<file path="src/inc/uefcc_pkg.sv">
// Package with register map and field constants for endpoint flags and clock control
`default_nettype none
package uefcc_pkg;
  localparam logic [7:0] EP_STATUS_OFFSET   = 8'h21;
  localparam logic [7:0] CLOCK_CTRL_OFFSET  = 8'h22;
  localparam logic [7:0] IRQ_MASK_OFFSET    = 8'h30;
  localparam logic [7:0] IRQ_STATUS_OFFSET  = 8'h31;
  localparam int         EP_FLAG_LSB        = 0;
  localparam int         EP_COUNT           = 3;
  localparam int         SEL_LSB            = 0;
  localparam int         SEL_MSB            = 2;
  localparam int         USB_CLK_GATE_BIT   = 3;
  localparam int         DEEP_SUSPEND_BIT   = 4;
  localparam int         PLL_SOURCE_BIT     = 5;
  localparam int         CRYSTAL_FREQ_BIT   = 6;
  localparam logic [7:0] EP_STATUS_RESET    = 8'h00;
  localparam logic [7:0] CLOCK_CTRL_RESET   = 8'h00;
  localparam logic [7:0] IRQ_MASK_RESET     = 8'h00;
  localparam logic [6:0] CLOCK_CTRL_MASK    = 7'h7f;
  localparam logic [2:0] SEL_EP0            = 3'h0;
  localparam logic [2:0] SEL_EP1            = 3'h1;
  localparam logic [2:0] SEL_EP2            = 3'h2;
endpackage
`default_nettype wire

</file>
<file path="src/inc/uefcc_flag_if.sv">
// Interface carrying endpoint flag events and software clears
`timescale 1ns/10ps
`default_nettype none
interface uefcc_flag_if;
  logic [2:0] set_pulse;
  logic [2:0] clr_mask;
  logic       wr_en;
  logic [2:0] flags;
  modport ctrl (output set_pulse, output clr_mask, output wr_en, input flags);
  modport flag (input set_pulse, input clr_mask, input wr_en, output flags);
endinterface
`default_nettype wire

</file>
<file path="src/logic/uefcc_top.sv">
// Endpoint request flags and USB clock control register bank
//
// Notes on behaviour
// - Endpoint access sets its request flag and raises the USB interrupt if its mask bit is set, usb_int_enable is high and stack_full is low.
// - Status bits 0..2 hold endpoint 0..2 flags, read/write, reset zero.
// - Status bits 3..7 always read zero.
// - Control bits 0..2 select endpoint FIFO 0, 1 or 2; reset zero.
// - Codes 011..111 reserved; no FIFO selected for them.
// - Control bit 3 enables USB clock when one; reset zero.
// - Control bit 4 requests deeper suspend power; software sets it in halt.
// - Control bit 5 selects PLL 24MHz clock when one, oscillator when zero.
`timescale 1ns/10ps
`default_nettype none
module uefcc_top
(
  input  wire logic       ref_clk,
  input  wire logic       reset_n,
  input  wire logic [7:0] reg_addr,
  input  wire logic [7:0] reg_wdata,
  input  wire logic       reg_wr,
  input  wire logic       reg_rd,
  output logic      [7:0] reg_rdata,
  input  wire logic [2:0] ep_access,
  input  wire logic       usb_int_enable,
  input  wire logic       stack_full,
  output logic            usb_irq,
  output logic      [2:0] fifo_endpoint_select,
  output logic            fifo_select_valid,
  output logic            usb_clock_gate,
  output logic            deep_suspend_power,
  output logic            pll_clock_source_select,
  output logic            crystal_freq_select
);

  ////////////////////////////////////////////////////////////////////////////
  // Decode helpers
  function automatic logic addr_hit(input logic [7:0] addr,
                                    input logic [7:0] offset);
    addr_hit = (addr == offset);
  endfunction

  function automatic logic sel_valid(input logic [2:0] sel);
    case (sel)
      uefcc_pkg::SEL_EP0: sel_valid = 1'b1;
      uefcc_pkg::SEL_EP1: sel_valid = 1'b1;
      uefcc_pkg::SEL_EP2: sel_valid = 1'b1;
      default:            sel_valid = 1'b0;
    endcase
  endfunction

  function automatic logic [2:0] sticky_update(input logic [2:0] cur,
                                               input logic [2:0] clr,
                                               input logic [2:0] hit);
    sticky_update = (cur & ~clr) | hit;
  endfunction

  function automatic logic [7:0] pad_low3(input logic [2:0] val);
    pad_low3 = {5'h00, val};
  endfunction

  function automatic logic [7:0] pack_ctrl(input logic [2:0] sel,
                                           input logic       gate,
                                           input logic       susp,
                                           input logic       pll,
                                           input logic       xtal);
    pack_ctrl = {1'b0, xtal, pll, susp, gate, sel};
  endfunction

  ////////////////////////////////////////////////////////////////////////////
  // Register bus decode
  logic       wr_status;
  logic       wr_ctrl;
  logic       wr_mask;
  logic       wr_istat;
  logic       rd_status;
  logic       rd_ctrl;
  logic       rd_mask;
  logic       rd_istat;
  logic       irq_gate;

  assign wr_status = reg_wr && addr_hit(reg_addr, uefcc_pkg::EP_STATUS_OFFSET);
  assign wr_ctrl   = reg_wr && addr_hit(reg_addr, uefcc_pkg::CLOCK_CTRL_OFFSET);
  assign wr_mask   = reg_wr && addr_hit(reg_addr, uefcc_pkg::IRQ_MASK_OFFSET);
  assign wr_istat  = reg_wr && addr_hit(reg_addr, uefcc_pkg::IRQ_STATUS_OFFSET);

  assign rd_status = reg_rd && addr_hit(reg_addr, uefcc_pkg::EP_STATUS_OFFSET);
  assign rd_ctrl   = reg_rd && addr_hit(reg_addr, uefcc_pkg::CLOCK_CTRL_OFFSET);
  assign rd_mask   = reg_rd && addr_hit(reg_addr, uefcc_pkg::IRQ_MASK_OFFSET);
  assign rd_istat  = reg_rd && addr_hit(reg_addr, uefcc_pkg::IRQ_STATUS_OFFSET);

  assign irq_gate  = usb_int_enable && !stack_full;

  ////////////////////////////////////////////////////////////////////////////
  // Endpoint flags
  uefcc_flag_if fif ();

  assign fif.set_pulse = ep_access;
  assign fif.wr_en     = wr_status;
  assign fif.clr_mask  = reg_wdata[uefcc_pkg::EP_COUNT-1:0];

  uefcc_flags u_flags
  (
    .ref_clk (ref_clk),
    .reset_n (reset_n),
    .fl      (fif.flag)
  );

  ////////////////////////////////////////////////////////////////////////////
  // Clock control register
  logic [2:0] sel_reg;
  logic [2:0] sel_next;
  logic       gate_reg;
  logic       gate_next;
  logic       susp_reg;
  logic       susp_next;
  logic       pll_reg;
  logic       pll_next;
  logic       xtal_reg;
  logic       xtal_next;

  always_comb
  begin
    sel_next  = sel_reg;
    gate_next = gate_reg;
    susp_next = susp_reg;
    pll_next  = pll_reg;
    xtal_next = xtal_reg;
    if (wr_ctrl)
    begin
      sel_next  = reg_wdata[uefcc_pkg::SEL_MSB:uefcc_pkg::SEL_LSB];
      gate_next = reg_wdata[uefcc_pkg::USB_CLK_GATE_BIT];
      susp_next = reg_wdata[uefcc_pkg::DEEP_SUSPEND_BIT];
      pll_next  = reg_wdata[uefcc_pkg::PLL_SOURCE_BIT];
      xtal_next = reg_wdata[uefcc_pkg::CRYSTAL_FREQ_BIT];
    end
  end

  always_ff @(posedge ref_clk or negedge reset_n)
  begin
    if (!reset_n)
    begin
      sel_reg  <= uefcc_pkg::CLOCK_CTRL_RESET[uefcc_pkg::SEL_MSB:uefcc_pkg::SEL_LSB];
      gate_reg <= uefcc_pkg::CLOCK_CTRL_RESET[uefcc_pkg::USB_CLK_GATE_BIT];
      susp_reg <= uefcc_pkg::CLOCK_CTRL_RESET[uefcc_pkg::DEEP_SUSPEND_BIT];
      pll_reg  <= uefcc_pkg::CLOCK_CTRL_RESET[uefcc_pkg::PLL_SOURCE_BIT];
      xtal_reg <= uefcc_pkg::CLOCK_CTRL_RESET[uefcc_pkg::CRYSTAL_FREQ_BIT];
    end
    else
    begin
      sel_reg  <= sel_next;
      gate_reg <= gate_next;
      susp_reg <= susp_next;
      pll_reg  <= pll_next;
      xtal_reg <= xtal_next;
    end
  end

  ////////////////////////////////////////////////////////////////////////////
  // FIFO selection check
  logic       fvalid_reg;
  logic       fvalid_next;

  always_comb
  begin
    fvalid_next = sel_valid(sel_next);
  end

  always_ff @(posedge ref_clk or negedge reset_n)
  begin
    if (!reset_n)
    begin
      fvalid_reg <= 1'b1;
    end
    else
    begin
      fvalid_reg <= fvalid_next;
    end
  end

  ////////////////////////////////////////////////////////////////////////////
  // Interrupt mask register
  logic [2:0] imask_reg;
  logic [2:0] imask_next;

  always_comb
  begin
    imask_next = imask_reg;
    if (wr_mask)
    begin
      imask_next = reg_wdata[2:0];
    end
  end

  always_ff @(posedge ref_clk or negedge reset_n)
  begin
    if (!reset_n)
    begin
      imask_reg <= uefcc_pkg::IRQ_MASK_RESET[2:0];
    end
    else
    begin
      imask_reg <= imask_next;
    end
  end

  ////////////////////////////////////////////////////////////////////////////
  // Interrupt status register
  logic [2:0] istat_reg;
  logic [2:0] istat_next;

  always_comb
  begin
    istat_next = sticky_update(istat_reg, 3'h0, ep_access);
    if (wr_istat)
    begin
      istat_next = sticky_update(istat_reg, reg_wdata[2:0], ep_access);
    end
  end

  always_ff @(posedge ref_clk or negedge reset_n)
  begin
    if (!reset_n)
    begin
      istat_reg <= 3'h0;
    end
    else
    begin
      istat_reg <= istat_next;
    end
  end

  ////////////////////////////////////////////////////////////////////////////
  // Interrupt output
  logic       irq_reg;
  logic       irq_next;

  always_comb
  begin
    irq_next = irq_gate && (|(istat_next & imask_next));
  end

  always_ff @(posedge ref_clk or negedge reset_n)
  begin
    if (!reset_n)
    begin
      irq_reg <= 1'b0;
    end
    else
    begin
      irq_reg <= irq_next;
    end
  end

  ////////////////////////////////////////////////////////////////////////////
  // Read data
  logic [7:0] rdata_reg;
  logic [7:0] rdata_next;

  always_comb
  begin
    rdata_next = 8'h00;
    if (rd_status)
    begin
      rdata_next = pad_low3(fif.flags);
    end
    else if (rd_ctrl)
    begin
      rdata_next = pack_ctrl(sel_reg, gate_reg, susp_reg, pll_reg, xtal_reg);
    end
    else if (rd_mask)
    begin
      rdata_next = pad_low3(imask_reg);
    end
    else if (rd_istat)
    begin
      rdata_next = pad_low3(istat_reg);
    end
  end

  always_ff @(posedge ref_clk or negedge reset_n)
  begin
    if (!reset_n)
    begin
      rdata_reg <= 8'h00;
    end
    else
    begin
      rdata_reg <= rdata_next;
    end
  end

  ////////////////////////////////////////////////////////////////////////////
  // Outputs
  assign reg_rdata               = rdata_reg;
  assign usb_irq                 = irq_reg;
  assign fifo_endpoint_select    = sel_reg;
  assign fifo_select_valid       = fvalid_reg;
  assign usb_clock_gate          = gate_reg;
  assign deep_suspend_power      = susp_reg;
  assign pll_clock_source_select = pll_reg;
  assign crystal_freq_select     = xtal_reg;
endmodule
`default_nettype wire

</file>
<file path="src/logic/uefcc_flags.sv">
// Sticky endpoint request flags with set over clear priority
`timescale 1ns/10ps
`default_nettype none
module uefcc_flags
(
  input  wire logic   ref_clk,
  input  wire logic   reset_n,
  uefcc_flag_if.flag  fl
);
  logic [2:0] flag_reg;
  logic [2:0] flag_next;

  always_comb
  begin
    flag_next = flag_reg;
    if (fl.wr_en)
    begin
      flag_next = fl.clr_mask;
    end
    flag_next = flag_next | fl.set_pulse;
  end

  always_ff @(posedge ref_clk or negedge reset_n)
  begin
    if (!reset_n)
    begin
      flag_reg <= uefcc_pkg::EP_STATUS_RESET[2:0];
    end
    else
    begin
      flag_reg <= flag_next;
    end
  end

  assign fl.flags = flag_reg;
endmodule
`default_nettype wire

</file>
<file path="config.mk">
export PLATFORM = sky130hd
export DESIGN_NAME = uefcc_top
export DESIGN_NICKNAME = d
export VERILOG_FILES = /design/src/inc/uefcc_pkg.sv /design/src/inc/uefcc_flag_if.sv /design/src/logic/uefcc_top.sv /design/src/logic/uefcc_flags.sv
export SDC_FILE = /design/constraint.sdc
export NUM_CORES = 1
export LEC_CHECK = 0
export ABC_AREA = 1
export BUFFER_PORTS_ARGS = -buffer_cell sky130_fd_sc_hd__buf_4
export CAP_MARGIN = 20
export CORE_ASPECT_RATIO = 1.5
export CORE_MARGIN = 1
export CORE_UTILIZATION = 48
export CTS_CLUSTER_SIZE = 16
export DETAILED_ROUTE_END_ITERATION = 7
export GPL_ROUTABILITY_DRIVEN = 0
export HOLD_SLACK_MARGIN = 0.1
export MAX_ROUTING_LAYER = met4
export PLACE_DENSITY = 0.87
export SYNTH_ARGS = -nofsm -noshare
export SYNTH_HDL_FRONTEND = slang
export SYNTH_SLANG_ARGS = --single-unit
</file>
<file path="constraint.sdc">
create_clock -name ref_clk -period 2.8 [get_ports ref_clk]
set_clock_uncertainty 0.1 [all_clocks]
set_input_delay 0.28 -clock ref_clk [delete_from_list [all_inputs] [get_ports ref_clk]]
set_output_delay 0.28 -clock ref_clk [all_outputs]
set_load 0.02 [all_outputs]
</file>
==> results.toml, run 1 <==
[sta]
finalWorstSetupSlack_ns = 1.15
setup_tns_ns = 0
setup_violations = 0
finalCriticalPeriod_ns = 1.65
fmax_mhz = 604
slew_viol_final = 0
period_share_pct = 59.1
grt_setup_unrepaired = "no"
finalHoldViolCount = 0

[detailed_routing]
routedWlPerCell_um = 12.7
num_vias = 1122
dr.pass1.iters = 4
vias_per_cell = 5.19
drt_iter0_drc = 36
routed_wl_um = 2750
postRouteAntennaNets = 0
drc = 0

[cells_and_area]
mostFrequentLayoutCell = "buf_4"
fin_nets = 219
syn_to_final_growth_pct = 38.4
fin_util_pct = 72.4
fin_area_um2 = 1650
diodes = 0
fillers = 172
largest_register_ffs = 7
layout-drive-gt1-share_pct = 31.1
final_cell_mix = "39 x buf_4, 38 x nand2_1, 24 x dfrtp_1, 19 x inv_1, 16 x nand3_1"

[setup_path]
critical_path_class = "in2reg"
cp_slowest_cell = "dlygate4sd3_1"
crit_arrival_ns = 1.83
endpoint_kind = "register"
reg2reg_slack_ns = 1.47
cp.required_ns = 2.97
r2r-end = "u_flags.fl.flags[2]$_DFF_PN0_"
startpoint_type = "input port"
r2r-start = "u_flags.fl.flags[2]$_DFF_PN0_"
worstRegToRegCells = 3
cp_max_fo = 6
max_stage_delay_ns = 0.55
critical_path.cell_chain = "buf_4 -> inv_1 -> nand2_1 -> nor2_2 -> nand2_2 -> inv_1 -> nand2_1 -> inv_1 -> nand2_1 -> nand3_1 -> dlygate4sd3_1"

[synth]
synthAdderAreaFrac_pct = 0
avgSynthCellArea_um2 = 8.53
synth-seq-area-share_pct = 52.5
synth-simple-area-share_pct = 32.3
synth_xor_area_share_pct = 0
ys_types = 19
yosysWarnings = 0
ys_seq_elements = 25
netlist_area_um2 = 1190
synth_compound_area_share_pct = 3.87
synth_fp_nets = 165
synthMuxAreaShare_pct = 3.77
synth_top_family_by_area = "simple AND/OR/NAND/NOR gates"
synth_cells = 140

[worst_hold_path]
hold_depth = 5
min_path_type = "in2reg"
min_from = "usb_int_enable"
whs_endpoint = "usb_irq$_DFF_PN0_"

[power_and_ir_drop]
irDropWorstVdd_uv = 484
power.switching_mw = 0.164
p_sw_share_pct = 25.8
pwr-share-clk_pct = 25.6
p_per_area_nw_per_um2 = 384
pwr-share-comb_pct = 15.5
finalPower_mw = 0.635
power_frac_seq_pct = 58.9
intPower_mw = 0.471
p_leak_nw = 0.879

[die]
fp-row-count = 21
die_w_um = 42.7
dieArea_um2 = 2700
die_h_um = 63.1
core_um2 = 2290
design.portCount = 42
start_util_pct = 52.3

[cts]
post_cts_resize_count = 0
clock-root-buffer = "clkbuf_4"
cts-buffers-inserted = 3
clk_pin_slew_ns = 0.14
cts.sinks = 25
cts_tree = "yes"
cts_max_path_buffers = 2
postCtsSetupRepairBufs = 0
htreeDepth = 1
holdBufCountCts = 11
insertion_delay_ns = 0.33

[placed_design]
dpl_worst_slack_ns = 1.21
io_buffers = 39
place_area_um2 = 1500
place_hpwl_um = 2120

[global_route]
grt_max_degree = 26
antenna_found_initial = 0
grt_usage_pct = 22.3
grt_pass1_vias = 1131
grt_overflow = 0
grt_pass1_wl_um = 4530

[status]
status = "completed"

[flow_run]
max-cap-violations = 0
power by group through the flow:
stage / logic (mW) / registers [mW] / clock network, mW
5_1_grt: 0.108 / 0.375 / 0.186
2_1_floorplan: 0.0298 / 0.387 / 0
6_report: 0.0986 / 0.374 / 0.162
3_5_place_dp: 0.0866 / 0.381 / 0
3_3_place_gp: 0.0834 / 0.380 / 0
4_1_cts: 0.0969 / 0.374 / 0.165
worst max-delay path by stage:
stage | from | to | slack, ns | cells past startpoint
6_report | reg_addr[1] | u_flags.fl.flags[2]$_DFF_PN0_ | 1.15 | 11
5_1_grt | reg_addr[3] | u_flags.fl.flags[2]$_DFF_PN0_ | 1.08 | 11
4_1_cts | reg_addr[7] | u_flags.fl.flags[0]$_DFF_PN0_ | 1.18 | 10
3_5_place_dp | reg_addr[3] | usb_irq$_DFF_PN0_ | 1.21 | 11
3_3_place_gp | reg_addr[3] | usb_irq$_DFF_PN0_ | 1.31 | 11
2_1_floorplan | reg_addr[3] | crystal_freq_select$_DFFE_PN0N_ | 1.53 | 5
critical path, delay by kind of cell:
kind	cells	cell delay, ns
buffers and inverters	5	0.96
AND/OR/NAND/NOR	6	0.58
metal layers:
metal  track usage (%)  part of all wire [%]  up-vias
li1                  -                     -      545
met1              23.2                    36      536
met2              42.2                    59       36
met3              2.58                   3.6        5
met4              5.86                   1.1        0
met5                 -                     0        -
final cells by class:
| type | instances | area (µm²) | area share, % |
|---|---|---|---|
| inverter | 20 | 75.1 | 4.54 |
| multi-input combinational | 93 | 480 | 29.0 |
| clock inverter | 1 | 7.51 | 0.454 |
| timing repair buffer | 51 | 413 | 25.0 |
| clock buffer | 3 | 22.5 | 1.36 |
| sequential | 25 | 627 | 37.9 |
| tap | 23 | 28.8 | 1.74 |
cell families (layout without fill, tap and decap cells):
kind of cell,count (synthesis),in the layout
flops,25,25
other cells,1,1
buf+inv,22,75
compound gates,7,7
simple gates,81,81
mux,4,4
stage by stage:
stage / std cells / hold slack (ns)
after global placement: 200 / 0.0859
final: 216 / 0.150
after CTS: 215 / 0.108
after detailed placement: 200 / 0.0905
after global routing: 216 / 0.142
after floorplan: 140 / -0.116
cell usage after synthesis (all sizes together):
master,number,area share (%)
dfstp,1,2.2
nand2,41,14
mux2,4,3.8
dfrtp,24,50
nor2,20,8.4
inv,20,6.3
o2111ai,3,2.2
conb,1,0.31
nor3,3,2.2
buf,2,1.0
nand3,17,8.2
a21oi,4,1.7
Note: power is estimated with default switching activity, not from simulation.
==> run 2, diff against run 1 <==
--- a/config.mk
+++ b/config.mk
@@ -10,13 +10,13 @@
 export CAP_MARGIN = 20
 export CORE_ASPECT_RATIO = 1.5
 export CORE_MARGIN = 1
-export CORE_UTILIZATION = 48
+export CORE_UTILIZATION = 44
 export CTS_CLUSTER_SIZE = 16
 export DETAILED_ROUTE_END_ITERATION = 7
 export GPL_ROUTABILITY_DRIVEN = 0
 export HOLD_SLACK_MARGIN = 0.1
 export MAX_ROUTING_LAYER = met4
-export PLACE_DENSITY = 0.87
+export PLACE_DENSITY = 0.85
 export SYNTH_ARGS = -nofsm -noshare
 export SYNTH_HDL_FRONTEND = slang
 export SYNTH_SLANG_ARGS = --single-unit
==> constraint.sdc (replaced) <==
create_clock -name ref_clk -period 1.4 [get_ports ref_clk]
set_clock_uncertainty 0.1 [all_clocks]
set_input_delay 0.14 -clock ref_clk [delete_from_list [all_inputs] [get_ports ref_clk]]
set_output_delay 0.14 -clock ref_clk [all_outputs]
set_load 0.02 [all_outputs]
==> results.toml, run 2 (synthesis results as in run 1) <==
[cts]
clock-root-buffer = "clkbuf_4"
cts.sinks = 25
clk_pin_slew_ns = 0.13
cts_tree = "yes"
cts-buffers-inserted = 3
htreeDepth = 1
post_cts_resize_count = 0
insertion_delay_ns = 0.32
postCtsSetupRepairBufs = 0
cts_max_path_buffers = 2

[setup_path]
cp_slowest_cell = "dlygate4sd3_1"
critical_path_class = "in2reg"
cp.required_ns = 1.53
r2r-end = "usb_irq$_DFF_PN0_"
critical_path.cell_chain = "dlygate4sd3_1 -> buf_4 -> nand3_1 -> nand2_1 -> nand3_1 -> nand2_1 -> nand3_1 -> nand2_1 -> inv_1"
endpoint_kind = "register"
max_stage_delay_ns = 0.53
cp_max_fo = 10
worstRegToRegCells = 8
startpoint_type = "input port"
reg2reg_slack_ns = 0.28
r2r-start = "istat_reg[1]$_DFF_PN0_"
crit_arrival_ns = 1.42

[power_and_ir_drop]
p_leak_nw = 0.901
power.switching_mw = 0.318
pwr-share-clk_pct = 24.7
intPower_mw = 0.947
power_frac_seq_pct = 59.1
p_per_area_nw_per_um2 = 746
p_sw_share_pct = 25.1
pwr-share-comb_pct = 16.2
irDropWorstVdd_uv = 632

[global_route]
grt-busiest-layer = "met2"
grt_pass1_wl_um = 4640
grt_pass1_vias = 1127
met3_usage_pct = 2.73
antenna_found_initial = 0
grt_usage_pct = 22.2
met1_usage_pct = 23.4
grtUsageMet2_pct = 40.1
grt_max_degree = 26
grt_overflow = 0

[placed_design]
place_area_um2 = 1530
dpl_worst_slack_ns = -0.0439
place_inst = 214
io_buffers = 39
place_hpwl_um = 2090

[sta]
finalHoldViolCount = 0
grt_setup_unrepaired = "no"
finalCriticalPeriod_ns = 1.30
fmax_mhz = 771
slew_viol_final = 0
setup_violations = 0
period_share_pct = 92.6
holdWs_ns = 0.126
finalWorstSetupSlack_ns = 0.103
setup_tns_ns = 0

[cells_and_area]
stdcell_count = 232
fillers = 180
diodes = 0
register_area_um2 = 627
largest_register_ffs = 7
fin_area_um2 = 1700
final_cell_mix = "40 x buf_4, 38 x nand2_1, 24 x dfrtp_1, 19 x inv_1, 16 x nand3_1"
syn_to_final_growth_pct = 41.9
mostFrequentLayoutCell = "buf_4"
layout-drive-gt1-share_pct = 31.1
fin_nets = 222
multiInputGateArea_um2 = 480

[detailed_routing]
dr.pass1.iters = 4
routed_wl_um = 2790
vias_per_cell = 4.94
routedWlPerCell_um = 12.0
postRouteAntennaNets = 0
num_vias = 1146
drc = 0
drt_iter0_drc = 36

[die]
fp-row-count = 22
core_um2 = 2500
start_util_pct = 47.7
die_w_um = 44.6
design.portCount = 42
die_h_um = 65.8
dieArea_um2 = 2930

[worst_hold_path]
min_path_type = "in2async"

[status]
status = "completed"

[flow_run]
max-cap-violations = 0
==> run 2: changes by cell type in the layout (fill, tap and decap cells not counted) <==
cell,before,now
clkinv_2,0,1
dlygate4sd3_1,12,14
clkinvlp_4,1,0
buf_4,39,40
==> run 2: power groups by stage <==
stage | registers [mW] | logic [mW] | clock network [mW]
3_3_place_gp | 0.761 | 0.167 | 0
5_1_grt | 0.750 | 0.226 | 0.343
2_1_floorplan | 0.774 | 0.0597 | 0
4_1_cts | 0.748 | 0.205 | 0.323
6_report | 0.748 | 0.205 | 0.312
3_5_place_dp | 0.761 | 0.173 | 0
==> run 2: worst max-delay path by stage <==
| stage | slack, ns | to | start |
|---|---|---|---|
| floorplan | 0.27 | crystal_freq_select$_DFFE_PN0N_ | reg_addr[3] |
| global placement | 0.06 | usb_irq$_DFF_PN0_ | reg_addr[3] |
| detailed placement | -0.04 | usb_irq$_DFF_PN0_ | reg_addr[3] |
| CTS | 0.04 | usb_irq$_DFF_PN0_ | stack_full |
| global route | 0.02 | usb_irq$_DFF_PN0_ | reg_wr |
| finish | 0.10 | usb_irq$_DFF_PN0_ | reg_wr |
==> run 2: metal layers <==
layer / part of all wire [%] / vias to the layer above
met4: 1.1 / 0
met5: 0 / -
met2: 57 / 46
li1: - / 547
met1: 38 / 547
met3: 3.8 / 6
==> run 2: through the flow <==
step                power (mW)  utilization [%]
global placement         0.928             61.0
floorplan                0.834                -
finish                    1.27             67.7
CTS                       1.28             67.7
detailed placement       0.935             61.0
global route              1.32             67.7
==> run 2: what timing repair did <==
| action | CTS | global route |
|---|---|---|
| setup endpoints to repair | 0 | 1 |
| hold endpoints to repair | 43 | 1 |
| hold buffers | 14 | 1 |
==> run 2: worst max-delay path, delay by kind of cell <==
kind	cells	cell delay [ns]
buffers and inverters	3	0.76
AND/OR/NAND/NOR	6	0.53
==> run 2: area by class of cell <==
class	count	area share, %
clock buffer	3	1.33
clock inverter	1	0.295
inverter	20	4.43
multi-input combinational	93	28.3
sequential	25	37.0
tap	36	2.66
timing repair buffer	54	26.0
